<file path="src/shared/fdc_regs_pkg.sv">
/*
 * Constants for the floppy host register block: register offsets,
 * drive output field positions, reset values, configuration keys
 * and soft reset timing.
 * Assumes a single 20 MHz device clock and an 8-bit host I/O bus.
 */
package fdc_regs_pkg;

    // Offsets from the floppy base address
    localparam logic [2:0] OFS_CFG_INDEX   = 3'h0;
    localparam logic [2:0] OFS_CFG_DATA    = 3'h1;
    localparam logic [2:0] OFS_STATUS_A    = 3'h0;
    localparam logic [2:0] OFS_STATUS_B    = 3'h1;
    localparam logic [2:0] OFS_DRIVE_OUT   = 3'h2;
    localparam logic [2:0] OFS_TAPE        = 3'h3;
    localparam logic [2:0] OFS_MAIN_STATUS = 3'h4;
    localparam logic [2:0] OFS_DATA_RATE   = 3'h4;
    localparam logic [2:0] OFS_FIFO        = 3'h5;
    localparam logic [2:0] OFS_RESERVED    = 3'h6;
    localparam logic [2:0] OFS_DIGITAL_IN  = 3'h7;
    localparam logic [2:0] OFS_RATE_CTRL   = 3'h7;

    localparam logic [9:0] FDC_BASE_DEFAULT = 10'h3F0;

    // Drive output register fields, reset values and tape read enables
    localparam int DOR_SEL_LSB      = 0;
    localparam int DOR_SOFT_RST_BIT = 2;
    localparam int DOR_DMA_EN_BIT   = 3;
    localparam int DOR_MOTOR_LSB    = 4;
    localparam logic [7:0] DOR_RESET  = 8'h00;
    localparam logic [1:0] TAPE_RESET = 2'h0;
    localparam logic [7:0] TAPE_RD_OE = 8'h03;

    // Configuration port
    localparam logic [7:0] CFG_KEY_ENTER  = 8'h55;
    localparam logic [7:0] CFG_KEY_EXIT   = 8'hAA;
    localparam logic [7:0] CFG_RESET      = 8'h00;
    localparam logic [7:0] CFG_INDEX_RESET = 8'h00;
    localparam int         CFG_FDC_EN_IDX = 0;
    localparam int         CFG_FDC_EN_BIT = 0;
    localparam int         CFG_SWAP_BIT   = 1;

    // Soft reset minimum time
    localparam int SOFT_RST_MIN_NS  = 100;
    localparam int CLK_PERIOD_NS    = 50;
    localparam int SOFT_RST_MIN_CYC =
        (SOFT_RST_MIN_NS + CLK_PERIOD_NS - 1) / CLK_PERIOD_NS;

    typedef enum logic [1:0] {
        CFG_IDLE,
        CFG_KEY1,
        CFG_ACTIVE
    } cfg_state_t;

endpackage : fdc_regs_pkg

</file>
<file path="src/shared/dor_if.sv">
/*
 * Carries the drive output register and the drive swap option from
 * the register block to its reset stretcher and drive decoder.
 * Assumes all parties run on the one device clock.
 */
`timescale 1ns/1ps
`default_nettype none
interface dor_if;
    logic [7:0] dor;
    logic       swap;
    logic       core_rst_n;

    modport owner   (output dor, output swap, input core_rst_n);
    modport stretch (input dor, output core_rst_n);
    modport decode  (input dor, input swap);
endinterface : dor_if
`default_nettype wire

</file>
<file path="src/design/fdc_host_regs.sv">
/*
 * Host register decode of the floppy controller with its drive
 * output register, configuration port, DMA gating, soft reset and
 * drive line outputs.
 * Assumes host strobes and pins synchronous to the 20 MHz clock;
 * the controller core and its registers sit outside this block.
 */
`timescale 1ns/1ps
`default_nettype none
module fdc_host_regs
    import fdc_regs_pkg::*;
#(
    parameter int         ADDR_W    = 10,
    parameter logic [9:0] BASE_ADDR = FDC_BASE_DEFAULT,
    parameter int         CFG_REGS  = 8
) (
    input  wire logic              clock,
    input  wire logic              rst_n,
    // Host I/O bus
    input  wire logic [ADDR_W-1:0] io_addr,
    input  wire logic              io_rd,
    input  wire logic              io_wr,
    input  wire logic        [7:0] io_wdata,
    output logic             [7:0] io_rdata,
    output logic             [7:0] io_rdata_oe,
    // Host DMA and interrupt pins
    input  wire logic              dack_n,
    input  wire logic              tc,
    output logic                   drq_o,
    output logic                   drq_oe,
    output logic                   irq_o,
    output logic                   irq_oe,
    // Controller core side
    input  wire logic        [7:0] status_a,
    input  wire logic        [7:0] status_b,
    input  wire logic        [7:0] core_rdata,
    input  wire logic              core_drq,
    input  wire logic              core_irq,
    output logic             [7:0] core_wdata,
    output logic             [7:0] core_rd_stb,
    output logic             [7:0] core_wr_stb,
    output logic                   core_rst_n,
    output logic                   core_dack_n,
    output logic                   core_tc,
    // Drive side, open drain
    output logic             [3:0] drive_select_lines,
    output logic             [3:0] drive_select_oe,
    output logic             [3:0] motor_lines,
    output logic             [3:0] motor_oe,
    // Block state
    output logic                   fdc_enabled,
    output logic                   cfg_mode
);

    ////////////////////////////////////////////////////////////////////
    // Address decode

    logic       base_hit;
    logic [2:0] ofs;
    logic       rd_q;
    logic       rd_start;
    logic       wr_hit;
    logic       rd_hit;

    assign base_hit = (io_addr[ADDR_W-1:3] == BASE_ADDR[ADDR_W-1:3]);
    assign ofs      = io_addr[2:0];
    assign rd_start = io_rd & ~rd_q;
    assign wr_hit   = io_wr & base_hit;
    assign rd_hit   = rd_start & base_hit;

    always_ff @(posedge clock) begin
        if (!rst_n) begin
            rd_q <= 1'b0;
        end else begin
            rd_q <= io_rd;
        end
    end

    ////////////////////////////////////////////////////////////////////
    // Configuration port

    cfg_state_t cfg_state_q;
    logic [7:0] cfg_index_q;
    logic [7:0] cfg_q [CFG_REGS];
    logic       cfg_active;
    logic       cfg_idx_wr;
    logic       cfg_dat_wr;

    assign cfg_active = (cfg_state_q == CFG_ACTIVE);
    // Config ports share +0/+1 with the status reads, writes only
    assign cfg_idx_wr = wr_hit && (ofs == OFS_CFG_INDEX);
    assign cfg_dat_wr = wr_hit && (ofs == OFS_CFG_DATA);

    // Two enter keys in a row keep stray writes from unlocking it
    always_ff @(posedge clock) begin
        if (!rst_n) begin
            cfg_state_q <= CFG_IDLE;
        end else if (cfg_idx_wr) begin
            case (cfg_state_q)
                CFG_IDLE: begin
                    if (io_wdata == CFG_KEY_ENTER) begin
                        cfg_state_q <= CFG_KEY1;
                    end
                end
                CFG_KEY1: begin
                    if (io_wdata == CFG_KEY_ENTER) begin
                        cfg_state_q <= CFG_ACTIVE;
                    end else begin
                        cfg_state_q <= CFG_IDLE;
                    end
                end
                CFG_ACTIVE: begin
                    if (io_wdata == CFG_KEY_EXIT) begin
                        cfg_state_q <= CFG_IDLE;
                    end
                end
                default: begin
                    cfg_state_q <= CFG_IDLE;
                end
            endcase
        end
    end

    always_ff @(posedge clock) begin
        if (!rst_n) begin
            cfg_index_q <= CFG_INDEX_RESET;
        end else if (cfg_idx_wr && cfg_active
                     && io_wdata != CFG_KEY_EXIT) begin
            cfg_index_q <= io_wdata;
        end
    end

    always_ff @(posedge clock) begin
        if (!rst_n) begin
            for (int i = 0; i < CFG_REGS; i++) begin
                cfg_q[i] <= CFG_RESET;
            end
        end else if (cfg_dat_wr && cfg_active
                     && cfg_index_q < 8'(CFG_REGS)) begin
            cfg_q[cfg_index_q[$clog2(CFG_REGS)-1:0]] <= io_wdata;
        end
    end

    ////////////////////////////////////////////////////////////////////
    // Floppy register strobes

    logic fdc_en;
    logic fl_wr;
    logic fl_rd;

    assign fdc_en = cfg_q[CFG_FDC_EN_IDX][CFG_FDC_EN_BIT];
    assign fl_wr  = wr_hit & fdc_en;
    assign fl_rd  = rd_hit & fdc_en;

    always_ff @(posedge clock) begin
        if (!rst_n) begin
            core_wr_stb <= 8'h00;
            core_rd_stb <= 8'h00;
            core_wdata  <= 8'h00;
        end else begin
            core_wr_stb <= 8'h00;
            core_rd_stb <= 8'h00;
            if (fl_wr && (ofs == OFS_DATA_RATE || ofs == OFS_FIFO
                          || ofs == OFS_RATE_CTRL)) begin
                core_wr_stb[ofs] <= 1'b1;
                core_wdata       <= io_wdata;
            end
            if (fl_rd && (ofs == OFS_MAIN_STATUS || ofs == OFS_FIFO
                          || ofs == OFS_DIGITAL_IN)) begin
                core_rd_stb[ofs] <= 1'b1;
            end
        end
    end

    ////////////////////////////////////////////////////////////////////
    // Drive output and tape registers

    dor_if      dbus ();
    logic [7:0] dor_q;
    logic [1:0] tape_q;

    // Soft reset does not touch it
    always_ff @(posedge clock) begin
        if (!rst_n) begin
            dor_q <= DOR_RESET;
        end else if (fl_wr && ofs == OFS_DRIVE_OUT) begin
            dor_q <= io_wdata;
        end
    end

    always_ff @(posedge clock) begin
        if (!rst_n) begin
            tape_q <= TAPE_RESET;
        end else if (fl_wr && ofs == OFS_TAPE) begin
            tape_q <= io_wdata[1:0];
        end
    end

    assign dbus.dor  = dor_q;
    assign dbus.swap = cfg_q[CFG_FDC_EN_IDX][CFG_SWAP_BIT];

    ////////////////////////////////////////////////////////////////////
    // Host read data

    logic [7:0] rdata_q;
    logic [7:0] rd_oe_q;
    logic [7:0] rd_mux;
    logic [7:0] rd_mask;

    always_comb begin
        rd_mux  = 8'h00;
        rd_mask = 8'hFF;
        case (ofs)
            OFS_STATUS_A: begin
                rd_mux  = status_a;
                rd_mask = cfg_active ? 8'h00 : 8'hFF;
            end
            OFS_STATUS_B: begin
                rd_mux  = status_b;
                rd_mask = cfg_active ? 8'h00 : 8'hFF;
            end
            OFS_DRIVE_OUT: begin
                rd_mux = dor_q;
            end
            // Upper tape bits float on read
            OFS_TAPE: begin
                rd_mux  = {6'h00, tape_q};
                rd_mask = TAPE_RD_OE;
            end
            OFS_MAIN_STATUS, OFS_FIFO, OFS_DIGITAL_IN: begin
                rd_mux = core_rdata;
            end
            OFS_RESERVED: begin
                rd_mask = 8'h00;
            end
            default: begin
                rd_mask = 8'h00;
            end
        endcase
    end

    always_ff @(posedge clock) begin
        if (!rst_n) begin
            rdata_q <= 8'h00;
            rd_oe_q <= 8'h00;
        end else if (fl_rd) begin
            rdata_q <= rd_mux;
            rd_oe_q <= rd_mask;
        end else if (!io_rd) begin
            rd_oe_q <= 8'h00;
        end
    end

    assign io_rdata    = rdata_q;
    assign io_rdata_oe = rd_oe_q;

    ////////////////////////////////////////////////////////////////////
    // DMA and interrupt gating

    logic dma_irq_enable;

    assign dma_irq_enable = dor_q[DOR_DMA_EN_BIT];

    assign drq_o       = core_drq;
    assign irq_o       = core_irq;
    assign drq_oe      = dma_irq_enable;
    assign irq_oe      = dma_irq_enable;
    assign core_dack_n = dma_irq_enable ? dack_n : 1'b1;
    assign core_tc     = dma_irq_enable & tc;

    ////////////////////////////////////////////////////////////////////
    // Soft reset and drive lines

    logic [3:0] sel_n;
    logic [3:0] mot_n;

    soft_reset_stretch #(
        .MIN_CYC (SOFT_RST_MIN_CYC)
    ) u_stretch (
        .clock (clock),
        .rst_n (rst_n),
        .dport (dbus.stretch)
    );

    drive_decode u_decode (
        .clock   (clock),
        .rst_n   (rst_n),
        .dport   (dbus.decode),
        .sel_n   (sel_n),
        .motor_n (mot_n)
    );

    assign core_rst_n = dbus.core_rst_n;

    // Open drain: value fixed low, enable pulls the line
    // Active low select
    assign drive_select_lines = 4'h0;
    assign drive_select_oe    = ~sel_n;
    assign motor_lines        = 4'h0;
    assign motor_oe           = ~mot_n;

    assign fdc_enabled = fdc_en;
    assign cfg_mode    = cfg_active;

endmodule : fdc_host_regs
`default_nettype wire

</file>
<file path="src/design/soft_reset_stretch.sv">
/*
 * Turns the soft reset bit into a core reset held for a minimum
 * number of clocks, and holds it across power-up reset.
 * Assumes rst_n synchronous to clock.
 */
`timescale 1ns/1ps
`default_nettype none
module soft_reset_stretch
    import fdc_regs_pkg::*;
#(
    parameter int MIN_CYC = SOFT_RST_MIN_CYC
) (
    input  wire logic clock,
    input  wire logic rst_n,
    dor_if.stretch    dport
);
    localparam int CW = $clog2(MIN_CYC + 1);

    logic          active_q;
    logic [CW-1:0] cnt_q;

    always_ff @(posedge clock) begin
        if (!rst_n) begin
            active_q <= 1'b1;
            cnt_q    <= '0;
        end else if (!dport.dor[DOR_SOFT_RST_BIT]) begin
            active_q <= 1'b1;
            cnt_q    <= '0;
        end else if (active_q) begin
            if (cnt_q >= CW'(MIN_CYC - 1)) begin
                active_q <= 1'b0;
            end else begin
                cnt_q <= cnt_q + 1'b1;
            end
        end
    end

    assign dport.core_rst_n = ~active_q;
endmodule : soft_reset_stretch
`default_nettype wire

</file>
<file path="src/design/drive_decode.sv">
/*
 * Decodes the drive output register into active-low open-drain
 * drive select and motor lines, with optional swap of drives 0/1.
 * Assumes rst_n synchronous to clock.
 */
`timescale 1ns/1ps
`default_nettype none
module drive_decode
    import fdc_regs_pkg::*;
(
    input  wire logic       clock,
    input  wire logic       rst_n,
    dor_if.decode           dport,
    output logic      [3:0] sel_n,
    output logic      [3:0] motor_n
);
    logic [1:0] code;
    logic [3:0] mot;

    always_comb begin
        code = dport.dor[DOR_SEL_LSB +: 2];
        mot  = dport.dor[DOR_MOTOR_LSB +: 4];
        if (dport.swap && code[1] == 1'b0) begin
            code[0] = ~code[0];
        end
        if (dport.swap) begin
            mot = {mot[3:2], mot[0], mot[1]};
        end
    end

    always_ff @(posedge clock) begin
        if (!rst_n) begin
            sel_n   <= 4'hF;
            motor_n <= 4'hF;
        end else begin
            sel_n   <= ~(4'h1 << code);
            motor_n <= ~mot;
        end
    end
endmodule : drive_decode
`default_nettype wire

</file>
<file path="config.mk">
export PLATFORM = sky130hd
export DESIGN_NAME = fdc_host_regs
export DESIGN_NICKNAME = d
export VERILOG_FILES = /design/src/shared/fdc_regs_pkg.sv /design/src/shared/dor_if.sv /design/src/design/fdc_host_regs.sv /design/src/design/soft_reset_stretch.sv /design/src/design/drive_decode.sv
export SDC_FILE = /design/constraint.sdc
export NUM_CORES = 1
export LEC_CHECK = 0
export BUFFER_PORTS_ARGS = -buffer_cell sky130_fd_sc_hd__buf_2
export CAP_MARGIN = 10
export CORE_UTILIZATION = 40
export CTS_BUF_LIST = sky130_fd_sc_hd__clkbuf_16
export CTS_CLUSTER_DIAMETER = 200
export CTS_CLUSTER_SIZE = 16
export DETAILED_ROUTE_END_ITERATION = 6
export PLACE_DENSITY = 0.68
export SYNTH_ARGS = -nofsm -noshare
export SYNTH_HDL_FRONTEND = slang
export SYNTH_HIERARCHICAL = 1
export SYNTH_SLANG_ARGS = --single-unit
</file>
<file path="constraint.sdc">
create_clock -name clock -period 5.1 [get_ports clock]
set_input_delay 1.02 -clock clock [delete_from_list [all_inputs] [get_ports clock]]
set_output_delay 1.02 -clock clock [all_outputs]
set_load 0.01 [all_outputs]
</file>
; Word-level counts from Yosys, hierarchy flattened
; Memory sizes are Yosys's and may differ from the RTL's.
; Cells that the tools add are included.
[word_totals]
regBits = 72
elab_cells = 99
ram_bits = 64
output_inout_bits = 65
in_bits = 50
mem_count = 1
[classes]
n_reduce_logical = 24
addsub = 1
order_cmp = 4
eq_ne = 16
shift = 1
muxes = 23
bitwise = 15
[memory_table]
columns = memory, depth, word_bits, read_ports, rd_clocked_by_memory_dff, wr, line_no
row1 = cfg_q, 8, 8, 1, 0, 8, fdc_host_regs.sv:84  ; logic [7:0] cfg_q [CFG_REGS];
[op_table]
columns = cell, count
row1 = one-hot mux 8 bit (5 select lines), 1
row2 = 2-to-1 mux 8 bit, 4
row3 = one-hot mux 8 bit (3 select lines), 1
row4 = inverter 4 bit, 4
row5 = == test 3 bit (second input constant), 4
row6 = logical AND 1 bit, 12
row7 = 2-to-1 mux 1 bit, 10
row8 = == test 8 x 7 -> 1 bit (second input constant), 1
row9 = == test 8 bit (second input constant), 1
row10 = less-than comparator 8 x 4 -> 1 bit (second input constant), 1
row11 = 2-to-1 mux 2 bit, 4
row12 = != test 8 bit (second input constant), 1
row13 = AND reduction 2 bit, 4
row14 = OR reduction 8 bit, 1
row15 = == test 7 bit (second input constant), 1
row16 = AND 1 bit, 6
row17 = == test 3 x 2 -> 1 bit (second input constant), 2
row18 = one-hot mux 2 bit (3 select lines), 1
row19 = inverter 1 bit, 5
row20 = less-than comparator 3 x 4 -> 1 bit (second input constant), 1
row21 = != test 2 x 1 -> 1 bit (second input constant), 2
row22 = left shift 1 x 2 -> 4 bit (first input constant), 1
row23 = demux 1 bit (select 3 bit), 1
row24 = == test 3 x 1 -> 1 bit (second input constant), 1
row25 = other kinds (13), 14

; Logic depth before layout (Yosys ltp)
; Gate-level depths: netlist of run 1.
[logic_depth]
ltp_word = 10
depth_mapped = 6

; By module
; Netlist of run 1, hierarchy kept.
[by_module_without_submodules]
columns = module, instances, seq_area_each_um2, cells_each, area_each_um2
row1 = fdc_host_regs, 1, 1161.1, 275, 2578.7
row2 = drive_decode, 1, 160.2, 20, 236.5
row3 = soft_reset_stretch, 1, 60.1, 15, 142.6

; Least setup slack after synthesis of run 1
; No wires, ideal clock.
[synth_path]
kind = input to register
start = input port io_addr[2]
end = memory cfg_q[0][0] (enable)
path_slack_ns = 2.560
cell_stages = 5
setup_ns = 0.299
t_arrival_ns = 2.241
required_time_ns = 4.801
path_buffers = 1
path_cell_list = clkbuf_1 > or4b_4 > nor2_2 > nor4b_2 > nand2b_1
[synth_lines]
columns = item, line_no
row1 = start: declaration, fdc_host_regs.sv:20  ; input wire logic [ADDR_W-1:0] io_addr,
row2 = end: declaration, fdc_host_regs.sv:84

==> flow_metrics.tcl, run 1 <==
set metrics [dict create \
    drcViolationCount 0 \
    port_buffers 102 \
    irDropWorstVdd_uv 161 \
    num_rows 30 \
    cts_tree "yes" \
    hold_viol 0 \
    rr_endpoint "io_rdata[3]" \
    p_per_area_nw_per_um2 334 \
    reg2reg_depth 4 \
    antenna_found_initial 0 \
    cts_made_buffers 9 \
    clock-root-buffer "clkbuf_16" \
    required_ns 5.13 \
    worst_pin_slew_ns 0.616 \
    routed_wl_um 6800 \
    gr-total-overflow 0 \
    path_clk_slew_ns 0.05 \
    use_met3_pct 4.90 \
    vias 2445 \
    insertion_delay_ns 0.33 \
    outcome "completed" \
    min_period_ns 2.41 \
    post-dp-hpwl_um 4910 \
    busiest_layer "met2" \
    yosysSeqAreaShare_pct 46.7 \
    ys_seq_elements 68 \
    grtUsageTotal_pct 18.2 \
    ys_warn_count 6 \
    die_w_um 88.0 \
    cts.sinks 68 \
    cp-end-kind "register" \
    setup.worst_path.start_class "primary input" \
    syn_to_final_growth_pct 27.0 \
    cts_resized 0 \
    post_drt_via_cell_ratio 4.83 \
    grt_util_met1_pct 23.3 \
    period_share_pct 47.3 \
    synth_top_area_cell "dfxtp_1" \
    post_drt_wl_per_cell_um 13.4 \
    syn_area_per_cell_um2 9.54 \
    gp_congestion 0.769 \
    first_pass_iters 5 \
    synthCells 310 \
    slew_headroom_pct 58.9 \
    htreeDepth 3 \
    synth_top_area_share_pct 44.7 \
    fillerInstances 667 \
    tns_ns 0 \
    min_path_type "register to register" \
    fin_nets 457 \
    start_util_pct 42.4 \
    arrival_ns 2.44 \
    skew_ns 0.00553 \
    grt_max_degree 61 \
    grt_pass1_vias 2219 \
    clk_path_buf_depth 2 \
    ant_nets 0 \
    hold_ws_ns 0.408 \
    synth_area_leaders "dfxtp_1, mux2i_1, nand2_1, buf_4, a221o_1" \
    total_power_mw 1.26 \
    min_from "dbus.dor[6]" \
    ioPinCount 115 \
    synth_enable_flop_cells 2 \
    grt_pass1_wl_um 10500 \
    r2r-start "cfg_q[0][0]" \
    cts_setup_buffers 0 \
    crit_type "primary input to register" \
    async_reset_ff_share_pct 0 \
    dieArea_um2 7740 \
    synth.distinct_cells 48 \
    met2_usage_pct 28.8 \
    final_max_slew_viol_count 0 \
    antenna_cells 0 \
    maxCapViolations 0 \
    power_leakage_nw 1.78 \
    setup_viol_count_final 0 \
    die_height_um 88.0 \
    rrSetupSlack_ns 3.21 \
    rsz0062_at_grt "no" \
    synth_ff_type "dfxtp_1" \
    drtIter0Drc 120 \
    min_path_cells 1 \
    layout-drive-gt1-share_pct 32.2 \
    synthesis.area_um2 2960 \
    hold_end "u_decode/motor_n[2]" \
    hold_buffers 0 \
    critPathMaxFanout 26 \
    coreArea_um2 6980 \
    max_clock_freq_mhz 415 \
]
[per-stage QoR]
step                      area [um2]  std cells  util [%]  setup WS (ns)
after floorplan                 3020        327         -           2.56
after global placement          3450        491      49.4           2.40
after detailed placement        3450        491      49.4           2.33
after CTS                       3760        506      53.8           2.69
after global routing            3760        506      53.8           2.61
final                           3760        506      53.8           2.69
[per-layer routing]
layer / share of wire (%) / vias to the layer above
met5: 0 / -
li1: - / 1219
met1: 46 / 1124
met2: 46 / 90
met4: 1.4 / 0
met3: 6.7 / 12
[final cells by class]
cell class	instances	area (um2)	area share [%]
clock buffer	9	225	5.99
clock inverter	6	81.3	2.16
inverter	12	45.0	1.20
multi-input combinational	212	1390	36.9
sequential	68	1380	36.8
tap	96	120	3.20
timing repair buffer	103	518	13.8
[synthesized netlist by cell type (2+ instances only)]
cell type  instances
a21bo_1            2
a21boi_1           6
a21oi_1           10
a221o_1            6
a31oi_1            2
and2_1             4
buf_2              5
buf_4             19
clkbuf_1          11
dfxtp_1           66
edfxtp_1           2
inv_1             12
mux2_1             2
mux2i_1           32
mux4_2             2
nand2_1           57
nand2b_1           7
nand3_1            8
nand3b_1           2
nand4b_1           4
nor2_1             6
nor2b_1            3
nor3_1             4
nor4_1             3
nor4bb_1           2
o21ai_0            3
o22ai_1            2
or2_2              7
or4_1              2
[critical path: stages]
cell and delay, ns:
buf_2 0.23, or4b_4 0.57, nor2_2 0.17, nor4b_2 0.25
nand2b_1 0.19
[layout by cell type, fill, tap and decap left out, types with 3 or more instances in the layout]
| master | n |
|---|---|
| a21boi_1 | 6 |
| o21ai_0 | 3 |
| nand2b_1 | 7 |
| conb_1 | 18 |
| nand3_1 | 8 |
| nor2b_1 | 3 |
| nand2_1 | 57 |
| nand4b_1 | 4 |
| clkbuf_16 | 9 |
| a21oi_1 | 10 |
| mux2i_1 | 32 |
| nor4_1 | 3 |
| and2_1 | 4 |
| dfxtp_1 | 66 |
| nor2_1 | 6 |
| inv_1 | 13 |
| nor3_1 | 4 |
| or2_2 | 7 |
| a221o_1 | 6 |
| buf_2 | 102 |
[cells by family (layout without fill, tap and decap cells)]
logic type | Yosys count | count (layout) | share of synthesized area, %
mux | 36 | 36 | 13.1
fa+ha+maj | 1 | 1 | 0.423
other cells | 1 | 18 | 0.127
flops | 68 | 68 | 46.7
buf+inv | 47 | 130 | 8.59
xor+xnor | 1 | 1 | 0.296
simple gates | 121 | 121 | 22.3
compound gates | 35 | 35 | 8.42
[where the power goes]
part	total (mW)	leakage, nW	internal (mW)	switching (mW)
Sequential	0.542	0.557	0.540	0.00162
Clock	0.638	0.154	0.421	0.217
Combinational	0.0764	1.07	0.0310	0.0454
Total	1.26	1.78	0.992	0.264
[registers in the layout (all words and copies together), names as in the netlist]
name and cells:
cfg_index_q 8, core_rd_stb 8, core_wdata 8, core_wr_stb 8, dbus.dor 8, io_rdata 8
u_decode/motor_n 4, u_decode/sel_n 4, cfg_q 2, cfg_state_q 2, io_rdata_oe 2, tape_q 2
u_stretch/cnt_q 2, rd_q 1, u_stretch/active_q 1
[worst max path at each step]
stage / startpoint / endpoint / slack, ns / cells after the start
after floorplan: io_addr[2] / cfg_q[0][0] / 2.56 / 5
after global placement: io_addr[2] / cfg_q[0][0] / 2.40 / 5
after detailed placement: io_addr[2] / cfg_q[0][0] / 2.33 / 5
after CTS: io_addr[2] / cfg_q[0][1] / 2.69 / 5
after global routing: io_addr[2] / cfg_q[0][1] / 2.61 / 5
final: io_addr[2] / cfg_q[0][0] / 2.69 / 5
Note: power is estimated with default switching activity, not from simulation.
==> run 2: changes to the inputs <==
--- a/config.mk
+++ b/config.mk
@@ -12,7 +12,7 @@
 export CTS_CLUSTER_DIAMETER = 200
 export CTS_CLUSTER_SIZE = 16
 export DETAILED_ROUTE_END_ITERATION = 6
-export PLACE_DENSITY = 0.68
+export PLACE_DENSITY = 0.7
 export SYNTH_ARGS = -nofsm -noshare
 export SYNTH_HDL_FRONTEND = slang
 export SYNTH_HIERARCHICAL = 1
==> constraint.sdc (replaced) <==
create_clock -name clock -period 2.1 [get_ports clock]
set_input_delay 0.42 -clock clock [delete_from_list [all_inputs] [get_ports clock]]
set_output_delay 0.42 -clock clock [all_outputs]
set_load 0.01 [all_outputs]
==> flow_metrics.tcl, run 2 (same netlist as run 1, synthesis figures left out) <==
set metrics [dict create \
    outcome "completed" \
    coreArea_um2 6980 \
    fillerInstances 681 \
    min_from "io_rd" \
    utilization_pct 54.6 \
    required_ns 2.14 \
    insertion_delay_ns 0.33 \
    clk_path_buf_depth 2 \
    period_share_pct 83.4 \
    final_area_um2 3810 \
    cts_setup_buffers 0 \
    grt_pass1_wl_um 10800 \
    arrival_ns 1.79 \
    routed_wl_um 6920 \
    setup_ws_ns 0.349 \
    hold_buffers 0 \
    hold_ws_ns 0.374 \
    drtIter0Drc 144 \
    rr_endpoint "cfg_q[0][1]" \
    multi_input_area_um2 1390 \
    hold_viol 0 \
    critPathMaxFanout 5 \
    layout_common_cells "buf_2, dfxtp_1, nand2_1" \
    fin_cells 515 \
    first_pass_iters 4 \
    syn_to_final_growth_pct 28.8 \
    dieArea_um2 7740 \
    die_height_um 88.0 \
    final_common_cell "buf_2" \
    crit_type "register to register" \
    htreeDepth 3 \
    setup_viol_count_final 0 \
    rsz0062_at_grt "no" \
    drcViolationCount 0 \
    reg2reg_depth 4 \
    place_ws_ns 0.205 \
    power_leakage_nw 1.81 \
    grtUsageTotal_pct 18.7 \
    gr-total-overflow 0 \
    min_path_cells 2 \
    irDropWorstVdd_uv 427 \
    port_buffers 102 \
    skew_ns 0.00424 \
    min_path_type "primary input to register" \
    r2r-start "cfg_state_q[0]" \
    gp_congestion 0.881 \
    maxCapViolations 0 \
    cp-end-kind "register" \
    path_clk_slew_ns 0.05 \
    start_util_pct 42.4 \
    grt_max_degree 61 \
    rrSetupSlack_ns 0.35 \
    seqCellArea_um2 1380 \
    post_drt_wl_per_cell_um 13.4 \
    p_per_area_nw_per_um2 770 \
    placed_area_um2 3530 \
    setup.worst_path.start_class "register" \
    post_drt_via_cell_ratio 4.77 \
    clock-root-buffer "clkbuf_16" \
    ant_nets 0 \
    cts.sinks 68 \
    antenna_found_initial 0 \
    dp_cells 500 \
    cts_made_buffers 9 \
    hold_end "rd_q" \
    ioPinCount 115 \
    vias 2456 \
    layout-drive-gt1-share_pct 33.4 \
    tns_ns 0 \
    num_rows 30 \
    post-dp-hpwl_um 5000 \
    cts_tree "yes" \
    final_max_slew_viol_count 0 \
    cts_resized 0 \
    fin_nets 466 \
    min_period_ns 1.75 \
    die_w_um 88.0 \
    max_clock_freq_mhz 571 \
    antenna_cells 0 \
    grt_pass1_vias 2208 \
    total_power_mw 2.94 \
]
## run 2: cell types whose count changed in the layout (fill, tap and decap cells not counted), sizes merged
cell,before,now
clkinvlp,0,1
bufinv,2,1
buf,103,112
## run 2: area by class of cell
| class | instances | share of cell area (%) |
|---|---|---|
| Inverter | 12 | 1.18 |
| Timing Repair Buffer | 112 | 15.7 |
| Tap cell | 96 | 3.15 |
| Sequential cell | 68 | 36.2 |
| Clock inverter | 6 | 1.44 |
| Clock buffer | 9 | 5.91 |
| Multi-Input combinational cell | 212 | 36.4 |
## run 2: per-layer routing
metal | vias to the layer above | part of all wire (%) | track usage [%]
met5 | - | 0 | 0
met4 | 0 | 2.3 | 8.35
met3 | 14 | 5.8 | 5.47
met2 | 83 | 44 | 28.3
met1 | 1123 | 48 | 24.6
li1 | 1236 | - | -
## run 2: where the power goes
group,switching [mW],internal (mW)
combinational,0.111,0.0816
clock,0.529,0.899
sequential,0.00363,1.31
## run 2: worst max-delay path by stage
stage	start	to	slack, ns	cells after the start
global placement	io_addr[1]	cfg_q[0][1]	0.23	5
global route	cfg_state_q[0]	cfg_q[0][1]	0.21	4
detailed placement	io_addr[1]	cfg_q[0][0]	0.21	5
finish	cfg_state_q[0]	cfg_q[0][1]	0.35	4
floorplan	io_addr[2]	cfg_q[0][0]	0.16	5
CTS	cfg_state_q[0]	cfg_q[0][1]	0.33	4
## run 2: critical path, cell delays in order, from the launching register on
cell      delay (ns)
dfxtp_1         0.35
or4b_4          0.56
nor2_2          0.13
nor4b_2         0.24
nand2b_1        0.18
